[config.mk]
export PLATFORM = sky130hd
export DESIGN_NAME = pdl_ctrl
export DESIGN_NICKNAME = d
export VERILOG_FILES = /design/src/hw/pdl_pkg.sv /design/src/hw/pdl_ed_if.sv /design/src/hw/pdl_ctrl.sv /design/src/hw/pdl_energy_det.sv
export SDC_FILE = /design/constraint.sdc
export NUM_CORES = 2
export LEC_CHECK = 0
export BUFFER_PORTS_ARGS = -buffer_cell sky130_fd_sc_hd__buf_4
export CORE_MARGIN = 2
export CORE_UTILIZATION = 56
export DETAILED_ROUTE_END_ITERATION = 10
export GPL_TIMING_DRIVEN = 1
export PLACE_DENSITY_LB_ADDON = 0.12
export SLEW_MARGIN = 20
export SYNTH_ARGS = -nofsm -noshare
export SYNTH_HDL_FRONTEND = slang
export SYNTH_SLANG_ARGS = --single-unit
export TNS_END_PERCENT = 10
[constraint.sdc]
create_clock -name ref_clk -period 7.9 [get_ports ref_clk]
set_input_delay 1.185 -clock ref_clk [delete_from_list [all_inputs] [get_ports ref_clk]]
set_output_delay 1.185 -clock ref_clk [all_outputs]
set_load 0.02 [all_outputs]
[src/hw/pdl_pkg.sv]
package pdl_pkg;
	// Timing at a 200 MHz reference clock.
	localparam int CLK_NS		= 5;
	localparam int LOSS100_US	= 1000;
	localparam int LOSS1G_US	= 500;
	localparam int FAST_US		= 10;
	localparam int FAST_CYC		= FAST_US * 1000 / CLK_NS;
	localparam int PULSE_CYC	= 4;
	localparam int LISTEN_CYC	= 1024;
	localparam int NPAIR		= 4;
	localparam int NREFL		= 5;
	// Register indexes; the byte address is four times the index.
	localparam logic [9:0] IDX_BASE	= 10'h009;
	localparam logic [9:0] IDX_FAST	= 10'h01E;
	localparam logic [9:0] IDX_TMS	= 10'h0A8;
	localparam logic [9:0] IDX_COS	= 10'h0C6;
	localparam logic [9:0] IDX_IO	= 10'h170;
	localparam logic [9:0] IDX_DCTL	= 10'h180;
	localparam logic [9:0] IDX_DSEL	= 10'h181;
	localparam logic [9:0] IDX_DRES	= 10'h182;
	localparam logic [9:0] IDX_EDTH	= 10'h183;
	localparam logic [9:0] IDX_EDLP	= 10'h184;
	localparam logic [9:0] IDX_STAT	= 10'h185;
	localparam logic [9:0] IDX_JMB	= 10'h186;
	// Field positions and magic values.
	localparam int AUTO_DIAG_BIT	= 7;
	localparam int TM_LSB		= 13;
	localparam int FAST_EN_BIT	= 5;
	localparam int CO_DIS_BIT	= 5;
	localparam logic [15:0] TEST_UNLOCK	= 16'h1002;
	localparam logic [15:0] CLK_UNLOCK	= 16'h0010;
	localparam logic [2:0] TM_MAX	= 3'h4;
	// Values after reset.
	localparam logic [15:0] CFG_RST		= 16'h0000;
	localparam logic [15:0] JUMBO_RST	= 16'h3400;
	localparam logic [31:0] EDTH_RST	= 32'h0040_0080;
	localparam logic [15:0] EDLP_RST	= 16'h0010;
	localparam logic [1:0] RESP_OK	= 2'h0;
	localparam logic [1:0] RESP_ERR	= 2'h2;
	typedef enum logic [1:0] {CO_XTAL, CO_RX125, CO_RX25, CO_TX} pdl_clksrc_t;
endpackage : pdl_pkg

[src/hw/pdl_ed_if.sv]
`timescale 1ns/10ps
`default_nettype none
interface pdl_ed_if;
	logic [15:0]	sample;
	logic [15:0]	onThr;
	logic [15:0]	offThr;
	logic [15:0]	listen;
	logic		present;
	modport ctrl (output sample, onThr, offThr, listen, input present);
	modport det (input sample, onThr, offThr, listen, output present);
endinterface : pdl_ed_if
`default_nettype wire

[src/hw/pdl_ctrl.sv]
// Decided for this implementation: the AXI4-Lite register port.
`timescale 1ns/10ps
`default_nettype none
module pdl_ctrl #(
	parameter int LOSS100_CYC = pdl_pkg::LOSS100_US * 1000 / pdl_pkg::CLK_NS,
	parameter int LOSS1G_CYC = pdl_pkg::LOSS1G_US * 1000 / pdl_pkg::CLK_NS
) (
	input wire logic	ref_clk,	// 200 MHz reference clock.
	input wire logic	nrst,		// Async reset, active low.
	input wire logic [11:0]	awaddr,		// AXI write address.
	input wire logic	awvalid,	// AXI write address valid.
	output logic		awready,	// AXI write address ready.
	input wire logic [31:0]	wdata,		// AXI write data.
	input wire logic [3:0]	wstrb,		// AXI write strobes.
	input wire logic	wvalid,		// AXI write data valid.
	output logic		wready,		// AXI write data ready.
	output logic [1:0]	bresp,		// AXI write response.
	output logic		bvalid,		// AXI write response valid.
	input wire logic	bready,		// AXI write response ready.
	input wire logic [11:0]	araddr,		// AXI read address.
	input wire logic	arvalid,	// AXI read address valid.
	output logic		arready,	// AXI read address ready.
	output logic [31:0]	rdata,		// AXI read data.
	output logic [1:0]	rresp,		// AXI read response.
	output logic		rvalid,		// AXI read valid.
	input wire logic	rready,		// AXI read ready.
	input wire logic	speed1000,	// Link runs at 1000M.
	input wire logic	pcsLinkOk,	// PCS reports link good.
	input wire logic	descrLock,	// Descrambler in sync.
	input wire logic	rxErr,		// Receive error seen.
	input wire logic	mlt3Err,	// MLT-3 coding error seen.
	input wire logic	mseBad,		// Mean squared error too high.
	input wire logic [15:0]	lineSample,	// Line signal magnitude.
	input wire logic	echoValid,	// Echo detected this cycle.
	input wire logic	echoCross,	// Echo is a cross fault.
	input wire logic [15:0]	echoTime,	// Echo arrival time.
	input wire logic [15:0]	echoAmp,	// Echo amplitude.
	output logic [3:0]	tdrPulse,	// Test pulse, one bit a pair.
	output logic		diagBusy,	// Diagnostic run under way.
	output logic		linkUp,		// Link declared up.
	output logic		linkDrop,	// Link loss event pulse.
	output logic		energyPresent,	// Energy detected on line.
	output logic [2:0]	testMode,	// Active transmit test mode.
	output logic [1:0]	fastLinkModes,	// Fast link-detect modes.
	output logic [15:0]	frameLimit,	// Longest frame in bytes.
	output pdl_pkg::pdl_clksrc_t clkOutSel,	// Clock output source.
	output logic [2:0]	clkOutChan,	// Clock channel at 1000M.
	output logic		clkOutOe	// Clock output pin enable.
);
	import pdl_pkg::*;

	typedef enum logic [2:0] {D_IDLE, D_WAIT, D_PULSE, D_LISTEN, D_NEXT} pdl_dst_t;

	logic [15:0]	baseCfg_q, fastCfg_q, tmSetup_q, coSetup_q, ioCfg_q;
	logic [15:0]	edListen_q, jumbo_q;
	logic [31:0]	edThr_q;
	logic [4:0]	diagSel_q;
	logic		bvalid_q, rvalid_q, done_q;
	logic [1:0]	bresp_q, rresp_q;
	logic [31:0]	rdata_q, rdMux;
	logic		rdHit, wrHit, wrGo, rdGo, startReq;
	logic [9:0]	wIdx, rIdx;
	pdl_dst_t	dState_q;
	logic [1:0]	pair_q;
	logic [10:0]	tmr_q;
	logic [NPAIR-1:0][NREFL-1:0][31:0] refl_q;
	logic [NPAIR-1:0][31:0]	cross_q;
	logic [NPAIR-1:0][2:0]	cnt_q;
	logic [NPAIR-1:0]	crossV_q;
	logic [2:0]	lim;
	logic		lineQuiet;
	logic		linkUp_q, linkDrop_q, fastOn, bad, expire;
	logic [4:0]	crit;
	logic [17:0]	lossCnt_q, win;
	logic [2:0]	tmField, testMode_q;
	logic		tmAct, coOpen;
	pdl_clksrc_t	clkOutSel_q;
	logic [2:0]	clkOutChan_q;
	logic		clkOutOe_q;
	logic [1:0]	fastModes_q;
	pdl_ed_if	ed ();

	// Applies AXI byte strobes to a stored word.
	function automatic logic [31:0] merge(input logic [31:0] old,
			input logic [31:0] nw, input logic [3:0] stb);
		logic [31:0] r;
		r = old;
		for (int i = 0; i < 4; i++) begin
			if (stb[i]) r[8*i +: 8] = nw[8*i +: 8];
		end
		return r;
	endfunction : merge

	// Word index of a byte address; the low two bits are ignored.
	function automatic logic [9:0] regIdx(input logic [11:0] a);
		return a[11:2];
	endfunction : regIdx

	////////////////////////////////////////////////////////////////////
	// AXI4-Lite write side: address and data are taken together.
	assign wIdx = regIdx(awaddr);
	assign wrGo = awvalid && wvalid && !bvalid_q;
	assign awready = wrGo;
	assign wready = wrGo;
	assign wrHit = wIdx inside {IDX_BASE, IDX_FAST, IDX_TMS, IDX_COS,
		IDX_IO, IDX_DCTL, IDX_DSEL, IDX_DRES, IDX_EDTH, IDX_EDLP,
		IDX_STAT, IDX_JMB};
	assign startReq = wrGo && wIdx == IDX_DCTL && wstrb[0] && wdata[0];
	always_ff @(posedge ref_clk or negedge nrst) begin
		if (!nrst) begin
			bvalid_q <= 1'b0;
			bresp_q <= RESP_OK;
		end else if (wrGo) begin
			bvalid_q <= 1'b1;
			bresp_q <= wrHit ? RESP_OK : RESP_ERR;
		end else if (bready) begin
			bvalid_q <= 1'b0;
		end
	end
	assign bvalid = bvalid_q;
	assign bresp = bresp_q;

	// Configuration registers; reads of status words have no effect.
	always_ff @(posedge ref_clk or negedge nrst) begin
		if (!nrst) begin
			baseCfg_q <= CFG_RST;
			fastCfg_q <= CFG_RST;
			tmSetup_q <= CFG_RST;
			coSetup_q <= CFG_RST;
			ioCfg_q <= CFG_RST;
			diagSel_q <= 5'h00;
			edThr_q <= EDTH_RST;
			edListen_q <= EDLP_RST;
			jumbo_q <= JUMBO_RST;
		end else if (wrGo) begin
			unique case (wIdx)
			IDX_BASE: baseCfg_q <= 16'(merge({16'h0, baseCfg_q}, wdata, wstrb));
			IDX_FAST: fastCfg_q <= 16'(merge({16'h0, fastCfg_q}, wdata, wstrb));
			IDX_TMS: tmSetup_q <= 16'(merge({16'h0, tmSetup_q}, wdata, wstrb));
			IDX_COS: coSetup_q <= 16'(merge({16'h0, coSetup_q}, wdata, wstrb));
			IDX_IO: ioCfg_q <= 16'(merge({16'h0, ioCfg_q}, wdata, wstrb));
			IDX_DSEL: diagSel_q <= 5'(merge({27'h0, diagSel_q}, wdata, wstrb));
			IDX_EDTH: edThr_q <= merge(edThr_q, wdata, wstrb);
			IDX_EDLP: edListen_q <= 16'(merge({16'h0, edListen_q}, wdata, wstrb));
			IDX_JMB: jumbo_q <= 16'(merge({16'h0, jumbo_q}, wdata, wstrb));
			default: ;
			endcase
		end
	end

	////////////////////////////////////////////////////////////////////
	// AXI4-Lite read side; one read in flight, data from a flip-flop.
	assign rIdx = regIdx(araddr);
	assign rdGo = arvalid && !rvalid_q;
	assign arready = !rvalid_q;
	always_comb begin
		rdHit = 1'b1;
		rdMux = 32'h0000_0000;
		unique case (rIdx)
		IDX_BASE: rdMux = {16'h0, baseCfg_q};
		IDX_FAST: rdMux = {16'h0, fastCfg_q};
		IDX_TMS: rdMux = {16'h0, tmSetup_q};
		IDX_COS: rdMux = {16'h0, coSetup_q};
		IDX_IO: rdMux = {16'h0, ioCfg_q};
		IDX_DCTL: rdMux = {24'h0, 1'b0, cnt_q[diagSel_q[1:0]],
			crossV_q[diagSel_q[1:0]], done_q, diagBusy, 1'b0};
		IDX_DSEL: rdMux = {27'h0, diagSel_q};
		IDX_DRES: begin
			// Slot 5 holds the cross-fault location of the pair.
			if (diagSel_q[4:2] == 3'h5)
				rdMux = cross_q[diagSel_q[1:0]];
			else if (diagSel_q[4:2] < 3'h5)
				rdMux = refl_q[diagSel_q[1:0]][diagSel_q[4:2]];
		end
		IDX_EDTH: rdMux = edThr_q;
		IDX_EDLP: rdMux = {16'h0, edListen_q};
		IDX_STAT: rdMux = {28'h0, testMode_q != 3'h0, ed.present,
			linkUp_q, diagBusy};
		IDX_JMB: rdMux = {16'h0, jumbo_q};
		default: rdHit = 1'b0;
		endcase
	end
	always_ff @(posedge ref_clk or negedge nrst) begin
		if (!nrst) begin
			rvalid_q <= 1'b0;
			rdata_q <= 32'h0000_0000;
			rresp_q <= RESP_OK;
		end else if (rdGo) begin
			rvalid_q <= 1'b1;
			rdata_q <= rdMux;
			rresp_q <= rdHit ? RESP_OK : RESP_ERR;
		end else if (rready) begin
			rvalid_q <= 1'b0;
		end
	end
	assign rvalid = rvalid_q;
	assign rdata = rdata_q;
	assign rresp = rresp_q;

	////////////////////////////////////////////////////////////////////
	// Energy detector settings travel on the carrier.
	assign ed.sample = lineSample;
	assign ed.onThr = edThr_q[15:0];
	assign ed.offThr = edThr_q[31:16];
	assign ed.listen = edListen_q;
	pdl_energy_det u_ed (
		.ref_clk	(ref_clk),
		.nrst		(nrst),
		.ed		(ed)
	);
	assign energyPresent = ed.present;

	////////////////////////////////////////////////////////////////////
	// Link-loss window; fast mode trades robustness for reaction time.
	assign fastOn = fastCfg_q[FAST_EN_BIT];
	assign crit = {~ed.present, mseBad, mlt3Err, rxErr, ~descrLock};
	assign bad = fastOn ? |(crit & fastCfg_q[4:0])
		: (~descrLock | ~ed.present);
	assign win = fastOn ? 18'(FAST_CYC)
		: (speed1000 ? 18'(LOSS1G_CYC) : 18'(LOSS100_CYC));
	assign expire = linkUp_q && bad && lossCnt_q == win - 18'h1;
	always_ff @(posedge ref_clk or negedge nrst) begin
		if (!nrst) lossCnt_q <= 18'h0;
		else if (linkUp_q && bad && !expire) lossCnt_q <= lossCnt_q + 18'h1;
		else lossCnt_q <= 18'h0;
	end
	always_ff @(posedge ref_clk or negedge nrst) begin
		if (!nrst) begin
			linkUp_q <= 1'b0;
			linkDrop_q <= 1'b0;
		end else begin
			linkUp_q <= linkUp_q ? (pcsLinkOk && !expire)
				: (pcsLinkOk && !bad);
			linkDrop_q <= linkUp_q && (!pcsLinkOk || expire);
		end
	end
	assign linkUp = linkUp_q;
	assign linkDrop = linkDrop_q;

	// Fast link-detect modes depend on the link speed.
	always_ff @(posedge ref_clk or negedge nrst) begin
		if (!nrst) fastModes_q <= 2'h0;
		else fastModes_q <= speed1000 ? fastCfg_q[9:8] : fastCfg_q[11:10];
	end
	assign fastLinkModes = fastModes_q;
	assign frameLimit = jumbo_q;

	////////////////////////////////////////////////////////////////////
	// Reflectometry sequencer: wait quiet, pulse each pair, listen.
	assign lineQuiet = !linkUp_q && !ed.present;
	always_ff @(posedge ref_clk or negedge nrst) begin
		if (!nrst) begin
			dState_q <= D_IDLE;
			pair_q <= 2'h0;
			tmr_q <= 11'h0;
		end else begin
			unique case (dState_q)
			D_IDLE: if (startReq || (linkDrop_q
					&& baseCfg_q[AUTO_DIAG_BIT]))
				dState_q <= D_WAIT;
			D_WAIT: if (lineQuiet) begin
				dState_q <= D_PULSE;
				pair_q <= 2'h0;
				tmr_q <= 11'(PULSE_CYC - 1);
			end
			D_PULSE: if (tmr_q == 11'h0) begin
				dState_q <= D_LISTEN;
				tmr_q <= 11'(LISTEN_CYC - 1);
			end else begin
				tmr_q <= tmr_q - 11'h1;
			end
			D_LISTEN: if (tmr_q == 11'h0) dState_q <= D_NEXT;
				else tmr_q <= tmr_q - 11'h1;
			D_NEXT: if (pair_q == 2'(NPAIR - 1)) begin
				dState_q <= D_IDLE;
			end else begin
				pair_q <= pair_q + 2'h1;
				tmr_q <= 11'(PULSE_CYC - 1);
				dState_q <= D_PULSE;
			end
			endcase
		end
	end
	assign tdrPulse = (dState_q == D_PULSE) ? 4'h1 << pair_q : 4'h0;
	assign diagBusy = dState_q != D_IDLE;

	// Done flag: set at run end, cleared by the next start.
	always_ff @(posedge ref_clk or negedge nrst) begin
		if (!nrst) done_q <= 1'b0;
		else if (dState_q == D_NEXT && pair_q == 2'(NPAIR - 1)) done_q <= 1'b1;
		else if (dState_q == D_WAIT && lineQuiet) done_q <= 1'b0;
	end

	// Echo capture; results are cleared only when a run starts.
	assign lim = crossV_q[pair_q] ? 3'(NREFL - 1) : 3'(NREFL);
	always_ff @(posedge ref_clk or negedge nrst) begin
		if (!nrst) begin
			refl_q <= '0;
			cross_q <= '0;
			cnt_q <= '0;
			crossV_q <= '0;
		end else if (dState_q == D_WAIT && lineQuiet) begin
			cnt_q <= '0;
			crossV_q <= '0;
		end else if (dState_q == D_LISTEN && echoValid) begin
			if (echoCross) begin
				if (!crossV_q[pair_q]) begin
					cross_q[pair_q] <= {echoAmp, echoTime};
					crossV_q[pair_q] <= 1'b1;
					if (cnt_q[pair_q] == 3'(NREFL))
						cnt_q[pair_q] <= 3'(NREFL - 1);
				end
			end else if (cnt_q[pair_q] < lim) begin
				refl_q[pair_q][cnt_q[pair_q]] <= {echoAmp, echoTime};
				cnt_q[pair_q] <= cnt_q[pair_q] + 3'h1;
			end
		end
	end

	////////////////////////////////////////////////////////////////////
	// Test modes need the unlock word; bad codes fall back to normal.
	assign tmField = baseCfg_q[TM_LSB +: 3];
	assign tmAct = tmSetup_q == TEST_UNLOCK && tmField != 3'h0
		&& tmField <= TM_MAX;
	assign coOpen = coSetup_q == CLK_UNLOCK;
	always_ff @(posedge ref_clk or negedge nrst) begin
		if (!nrst) testMode_q <= 3'h0;
		else testMode_q <= tmAct ? tmField : 3'h0;
	end
	assign testMode = testMode_q;

	// Clock output select; the mux itself sits in the pad ring.
	always_ff @(posedge ref_clk or negedge nrst) begin
		if (!nrst) begin
			clkOutSel_q <= CO_XTAL;
			clkOutChan_q <= 3'h0;
			clkOutOe_q <= 1'b0;
		end else begin
			if (tmAct) clkOutSel_q <= CO_TX;
			else if (coOpen) clkOutSel_q <= pdl_clksrc_t'(ioCfg_q[1:0]);
			else clkOutSel_q <= CO_XTAL;
			clkOutChan_q <= (coOpen && speed1000) ? ioCfg_q[4:2] : 3'h0;
			clkOutOe_q <= !ioCfg_q[CO_DIS_BIT];
		end
	end
	assign clkOutSel = clkOutSel_q;
	assign clkOutChan = clkOutChan_q;
	assign clkOutOe = clkOutOe_q;
endmodule : pdl_ctrl
`default_nettype wire

[src/hw/pdl_energy_det.sv]
`timescale 1ns/10ps
`default_nettype none
module pdl_energy_det #(
	parameter int SHIFT = 3	// IIR pole: y += (x - y) / 2**SHIFT.
) (
	input wire logic	ref_clk,	// Reference clock.
	input wire logic	nrst,		// Async reset, active low.
	pdl_ed_if.det		ed		// Energy detector carrier.
);
	logic [15:0]	filt_q;
	logic [15:0]	hold_q;
	logic		present_q;
	logic [16:0]	diff;
	logic [16:0]	step;
	logic		want;

	////////////////////////////////////////////////////////////////////
	// First-order IIR on the sample magnitude; cheap and no multiplier.
	assign diff = {1'b0, ed.sample} - {1'b0, filt_q};
	assign step = 17'($signed(diff) >>> SHIFT);
	always_ff @(posedge ref_clk or negedge nrst) begin
		if (!nrst) filt_q <= 16'h0000;
		else filt_q <= filt_q + step[15:0];
	end

	////////////////////////////////////////////////////////////////////
	// Two thresholds give hysteresis; the listen time debounces edges.
	assign want = present_q ? (filt_q >= ed.offThr) : (filt_q > ed.onThr);
	always_ff @(posedge ref_clk or negedge nrst) begin
		if (!nrst) begin
			hold_q <= 16'h0000;
			present_q <= 1'b0;
		end else if (want == present_q) begin
			hold_q <= 16'h0000;
		end else if (hold_q >= ed.listen) begin
			hold_q <= 16'h0000;
			present_q <= want;
		end else begin
			hold_q <= hold_q + 16'h0001;
		end
	end
	assign ed.present = present_q;
endmodule : pdl_energy_det
`default_nettype wire

After elaboration in Yosys (flattened, before gate mapping)
Index checks and enable logic that the tools add are counted.

Bits in registers: 1052. Input port bits: 123. Logic and storage cells: 298. Output and inout bits: 76.

Reductions and logical operators: 75. Order comparisons: 12. Bitwise logic cells: 12. $add $sub $neg: 8. Equality and inequality tests: 44. Muxes and demuxes: 78. Shifts and indexed selects: 1.

Operators with widths (number): 640-bit bitwise mux (1); 32-bit one-hot mux with 12 select lines (1); 160-bit binary-select mux with 2-bit select (1); 160-bit demux with 2-bit select (1); 160-bit two-way mux (2); 32-bit two-way mux (6); 10-bit by 9-bit equality test with 1-bit output (second input constant) (16); 128-bit bitwise mux (1); 32-bit binary-select mux with 3-bit select (1); 32-bit demux with 3-bit select (1); 12-bit two-way mux (6); 32-bit binary-select mux with 2-bit select (1); 32-bit demux with 2-bit select (1); 3-bit AND reduction (21); 18-bit two-way mux (3); 11-bit two-way mux (4); 11-bit one-hot mux with 4 select lines (1); 10-bit by 8-bit equality test with 1-bit output (second input constant) (4); 16-bit greater-or-equal comparator (2); 16-bit two-way mux (2); 3-bit two-way mux (9); 1-bit logical AND (22); 10-bit by 4-bit equality test with 1-bit output (second input constant) (2); 10-bit by 5-bit equality test with 1-bit output (second input constant) (2); other kinds (56) (119).

Longest topological paths before layout
Word-level depth: 11. Mapped depth: 17. Gate-level depth less buffers: 17.

Hierarchy
Synthesis repeated with hierarchy kept, for this count alone.

Cell total of the unflattened synthesis: 3728. Area total of the unflattened synthesis: 50118.1 um^2.

By module, submodules not included: pdl_ctrl (times used 1, cells an instance 3308, area each 46457.1 um^2, sequential area each 25456.9 um^2); pdl_energy_det (times used 1, cells an instance 420, area each 3661.0 um^2, sequential area each 825.8 um^2).

Least setup slack after synthesis
No wires, ideal clock.

Path kind: input-to-reg. Start point: in lineSample[9]. End point: reg u_ed.filt_q[15]. Stages: 16. Setup time: 0.080 ns. Data arrival time: 3.856 ns. Buffers on the path: 0. Slack: 3.964 ns. Data required time: 7.820 ns. Cells stage by stage: ha_1 -> a211oi_1 -> o211ai_1 -> a21o_1 -> a22oi_1 -> nor2b_1 -> o21bai_1 -> xor2_1 -> ha_1 -> nand2_1 -> o21ai_0 -> nand3_1 -> nand2_1 -> a41o_1 -> mux2i_1 -> xnor2_1.

Longest elaborated chain between the ends: 2.

Ends and longest elaborated chain: start, declared (line pdl_ctrl.sv:33) `input wire logic [15:0] lineSample,`; 16-bit by 16-bit subtractor with 17-bit output (line pdl_energy_det.sv:19) `assign diff = {1'b0, ed.sample} - {1'b0, filt_q};`; 16-bit adder (line pdl_energy_det.sv:23) `else filt_q <= filt_q + step[15:0];`; end signal, assigned (line pdl_energy_det.sv:23); end, declared (line pdl_energy_det.sv:10) `logic [15:0] filt_q;`.

No other way between the ends. A chain may end at the register's enable or synchronous reset.

Worst setup path in the final report
Start point: reg dState_q[1]. End point: reg refl_q[227] in the netlist's numbering.

Longest elaborated chain between the ends: 4. Elaborated cells on any way between the ends: 6. Classes of those cells: eq/ne (2); bitwise (1); reduce/logical (3).

Ends and longest elaborated chain: start, declared (line pdl_ctrl.sv:63) `pdl_dst_t dState_q;`; start signal, assigned (line pdl_ctrl.sv:253) `dState_q <= D_IDLE;`; start signal, assigned (line pdl_ctrl.sv:260) `dState_q <= D_WAIT;`; start signal, assigned (line pdl_ctrl.sv:262) `dState_q <= D_PULSE;`; 3-bit by 1-bit equality test with 1-bit output (line pdl_ctrl.sv:302) `end else if (dState_q == D_WAIT && lineQuiet) begin`; 1-bit logical AND (line pdl_ctrl.sv:302); 1-bit NOT (no line); 4-bit AND reduction (no line) *; end signal, assigned by index (line pdl_ctrl.sv:314) `refl_q[pair_q][cnt_q[pair_q]] <= {echoAmp, echoTime};`; end, declared (line pdl_ctrl.sv:66) `logic [NPAIR-1:0][NREFL-1:0][31:0] refl_q;`.

Every way passes the cells marked *; elsewhere a longest branch is shown, timed or not.

==> flow_summary.yaml <==
global_routing:
  grt_max_degree: 193
  grt-ovfl-total: 0
  grt_usage_pct: 29.9
  grt_pass1_wl_um: 204000
  grt_pass1_vias: 32800
  antenna_found_initial: 7
die:
  core-area_um2: 88400
  die_y_um: 303
  initial_core_util_pct: 56.6
  fp-row-count: 109
  io_pins: 199
  die_area_um2: 91700
  die_x_um: 303
final_layout:
  final_util_pct: 63.5
  nFillCells: 6488
  stdcell_count: 4866
  multi_input_area_um2: 22500
  synthToLayoutAreaGrowth_pct: 12.2
  drive_gt1_share_pct: 41.5
  seq_area_um2: 26300
  nNetsFinal: 3829
route:
  wirelength_um: 134000
  wl_per_cell_um: 27.6
  dr.first_iter.drc_count: 2622
  dr.pass1.iters: 5
  drc: 0
  ant_nets: 0
  via_per_inst: 6.37
  route.vias.total: 31000
worst_hold_path:
  hold_class: "flop to flop"
cts:
  cts_buffers: 109
  cts_sinks: 1050
  hold_buffers: 0
  clkTransAtPathRegs_ps: 60
  cts_root_buffer: "clkbuf_16"
  post_cts_resized: 0
  cts_tree: "yes"
  clock_latency_ps: 680
  ctsLongestPathBuffers: 3
  cts_max_level: 3
  postCtsSetupBuffers: 0
pwr:
  swShare_pct: 25.6
  power_frac_comb_pct: 13.3
  seqPwrFrac_pct: 44.6
  p_clk_share_pct: 42.1
  p_sw_mw: 3.19
  intPower_mw: 9.26
  power_leakage_nw: 26.7
  power_density_nw_per_um2: 222
  worst_ir_drop_vdd_v: 0.000246
sta:
  finalCriticalPeriod_ps: 3920
  finalSetupViolCount: 0
  final-hold-violation-count: 0
  period_share_pct: 49.6
  worst_pin_slew_ps: 1120
  fmax_ghz: 0.255
  maxSlewHeadroom_pct: 25.2
  fin_tns_setup_ps: 0
  drv_slew: 0
  rsz0062_at_grt: "no"
  fin_skew_ps: 27.4
critical_path:
  path_class: "flop to flop"
  critPathMaxFanout: 32
  crit_buf_inv: 0
  worstReg2RegEnd: "refl_q[227]$_DFFE_PN0P_"
  crit_chain: "nor2b_2 -> and3_1 -> nand2b_2 -> nor2_2 -> nand3_4 -> mux2_2"
  arrival_ps: 4470
  rrSetupSlack_ps: 3980
  cp-start-kind: "flop"
  cp-startpoint: "dState_q[1]$_DFFE_PN0P_"
  max_stage_delay_ps: 910
  r2r-start: "dState_q[1]$_DFFE_PN0P_"
  crit_family: "simple AND/OR/NAND/NOR gates"
  worstSetupPathDepth: 6
  crit_path_top_delay_cell: "nand3_4"
  reg2reg_depth: 6
  worstSetupEndpoint: "refl_q[227]$_DFFE_PN0P_"
  worstPathRequired_ps: 8450
  endpoint_kind: "flop"
synth:
  yosys.area_share.adder_pct: 2.27
  synthesis.area_um2: 50000
  yosysSeqAreaShare_pct: 52.6
  yosysWarnings: 0
  async_flop_share_pct: 100
  yosys.area_share.simple_pct: 4.92
  synth_edf_count: 0
  ys.flop_type: "dfrtp_1"
  synth_top_family_by_area: "multiplexers"
  synth-xor-area-share_pct: 1.02
  yosysUniqueCellTypes: 83
  ys_seq_elements: 1050
  synthMuxAreaShare_pct: 31.6
  synth_cells: 3522
  avgSynthCellArea_um2: 14.2
  synth_compound_area_share_pct: 4.70
outcome:
  outcome: "finished clean"
job:
  drv_cap: 0
placed_design:
  io_buffers: 192
  place_congestion: 0.913
  dp_hpwl_um: 83800
  dp_cells: 4668
## state kept, by name, summed over array words and instances (netlist names), 5 cells and up
register	count
diagSel_q	5
tmr_q	11
lossCnt_q	18
cross_q	128
refl_q	640
coSetup_q	16
u_ed.hold_q	16
fastCfg_q	16
ioCfg_q	16
u_ed.filt_q	16
rdata	32
baseCfg_q	16
frameLimit	16
edThr_q	32
tmSetup_q	16
cnt_q	12
ed.listen	16
## power by group through the flow
stage	Combinational, mW	Clock (mW)	Sequential, mW
2_1_floorplan	1.17	0	5.62
3_3_place_gp	1.55	0	5.65
3_5_place_dp	1.64	0	5.65
4_1_cts	1.66	5.34	5.55
5_1_grt	1.88	5.58	5.56
6_report	1.65	5.25	5.55
## cell usage after synthesis (40+ instances only)
library cell / instances / share of area (%)
buf_2: 86 / 0.86
nor2_1: 120 / 0.90
nand2_1: 114 / 0.86
o21ai_0: 98 / 0.98
ha_1: 89 / 2.2
mux2_2: 837 / 19
inv_1: 95 / 0.71
clkbuf_1: 134 / 1.0
mux2_1: 86 / 1.9
dfrtp_1: 1044 / 52
a22oi_1: 42 / 0.63
nand3_1: 40 / 0.40
a21oi_1: 57 / 0.57
mux4_2: 233 / 10
## through the flow
| stage | setup WS, ps | power (mW) | hold WS (ps) | instance area, um^2 |
|---|---|---|---|---|
| floorplan | 3960 | 6.79 | 410 | 50000 |
| global placement | 3440 | 7.20 | 438 | 52400 |
| detailed placement | 3360 | 7.29 | 448 | 52400 |
| CTS | 3950 | 12.6 | 459 | 56100 |
| global route | 3720 | 13.0 | 493 | 56100 |
| finish | 3980 | 12.5 | 455 | 56100 |
## placed cells by master (no fill, tap or decap), types with 13 or more instances in the layout
cell       count
clkbuf_16    110
mux2_1        86
inv_1         95
mux2i_1       16
mux4_2       233
dfrtp_1     1040
nand2b_1      17
clkbuf_8      26
nor2b_1       17
mux2_2       837
a222oi_1      37
clkbuf_1      23
clkinv_2      17
a21oi_1       57
nor2_1       116
nand3_1       31
xor2_1        31
o21ai_0       98
buf_4        222
nand4_1       16
and3_1        23
nand2_1      113
xnor2_1       27
a22oi_1       42
ha_1          89
nor3_1        18
nor4_1        13
## area by class of cell
class                   count  area share (%)
inverters                  95           0.636
well taps                1165            2.60
multi-input cells        2128            40.0
flip-flops and latches   1050            46.9
diodes                      3          0.0134
clock inverters            34           0.823
repair buffers            232            3.33
clock buffers             159            5.70
## worst min-delay path by stage
stage / startpoint / endpoint / slack (ps) / cells past startpoint
2_1_floorplan: ioCfg_q[5]$_DFFE_PN0P_ / clkOutOe$_DFF_PN0_ / 410 / 1
3_3_place_gp: lossCnt_q[0]$_DFF_PN0_ / lossCnt_q[0]$_DFF_PN0_ / 440 / 1
3_5_place_dp: ioCfg_q[5]$_DFFE_PN0P_ / clkOutOe$_DFF_PN0_ / 450 / 1
4_1_cts: lossCnt_q[0]$_DFF_PN0_ / lossCnt_q[0]$_DFF_PN0_ / 460 / 1
5_1_grt: ioCfg_q[5]$_DFFE_PN0P_ / clkOutOe$_DFF_PN0_ / 490 / 1
6_report: lossCnt_q[0]$_DFF_PN0_ / lossCnt_q[0]$_DFF_PN0_ / 460 / 1
## kinds of logic after synthesis
kind of cell	after synthesis
fa+ha+maj	90
mux	1172
other cells	1
compound gates	344
xor+xnor	58
flops	1050
buf+inv	345
simple gates	462
## metal layers
metal | GRT usage, % | routed length (um) | part of all wire, % | vias up
li1 | - | - | - | 13300
met1 | 41.5 | 57000 | 43 | 16600
met2 | 49.0 | 65800 | 49 | 902
met3 | 4.19 | 7180 | 5.4 | 214
met4 | 9.91 | 4070 | 3.0 | 4
met5 | 0 | 21 | 0.016 | -
No activity file was read; power rests on OpenSTA's default activity.
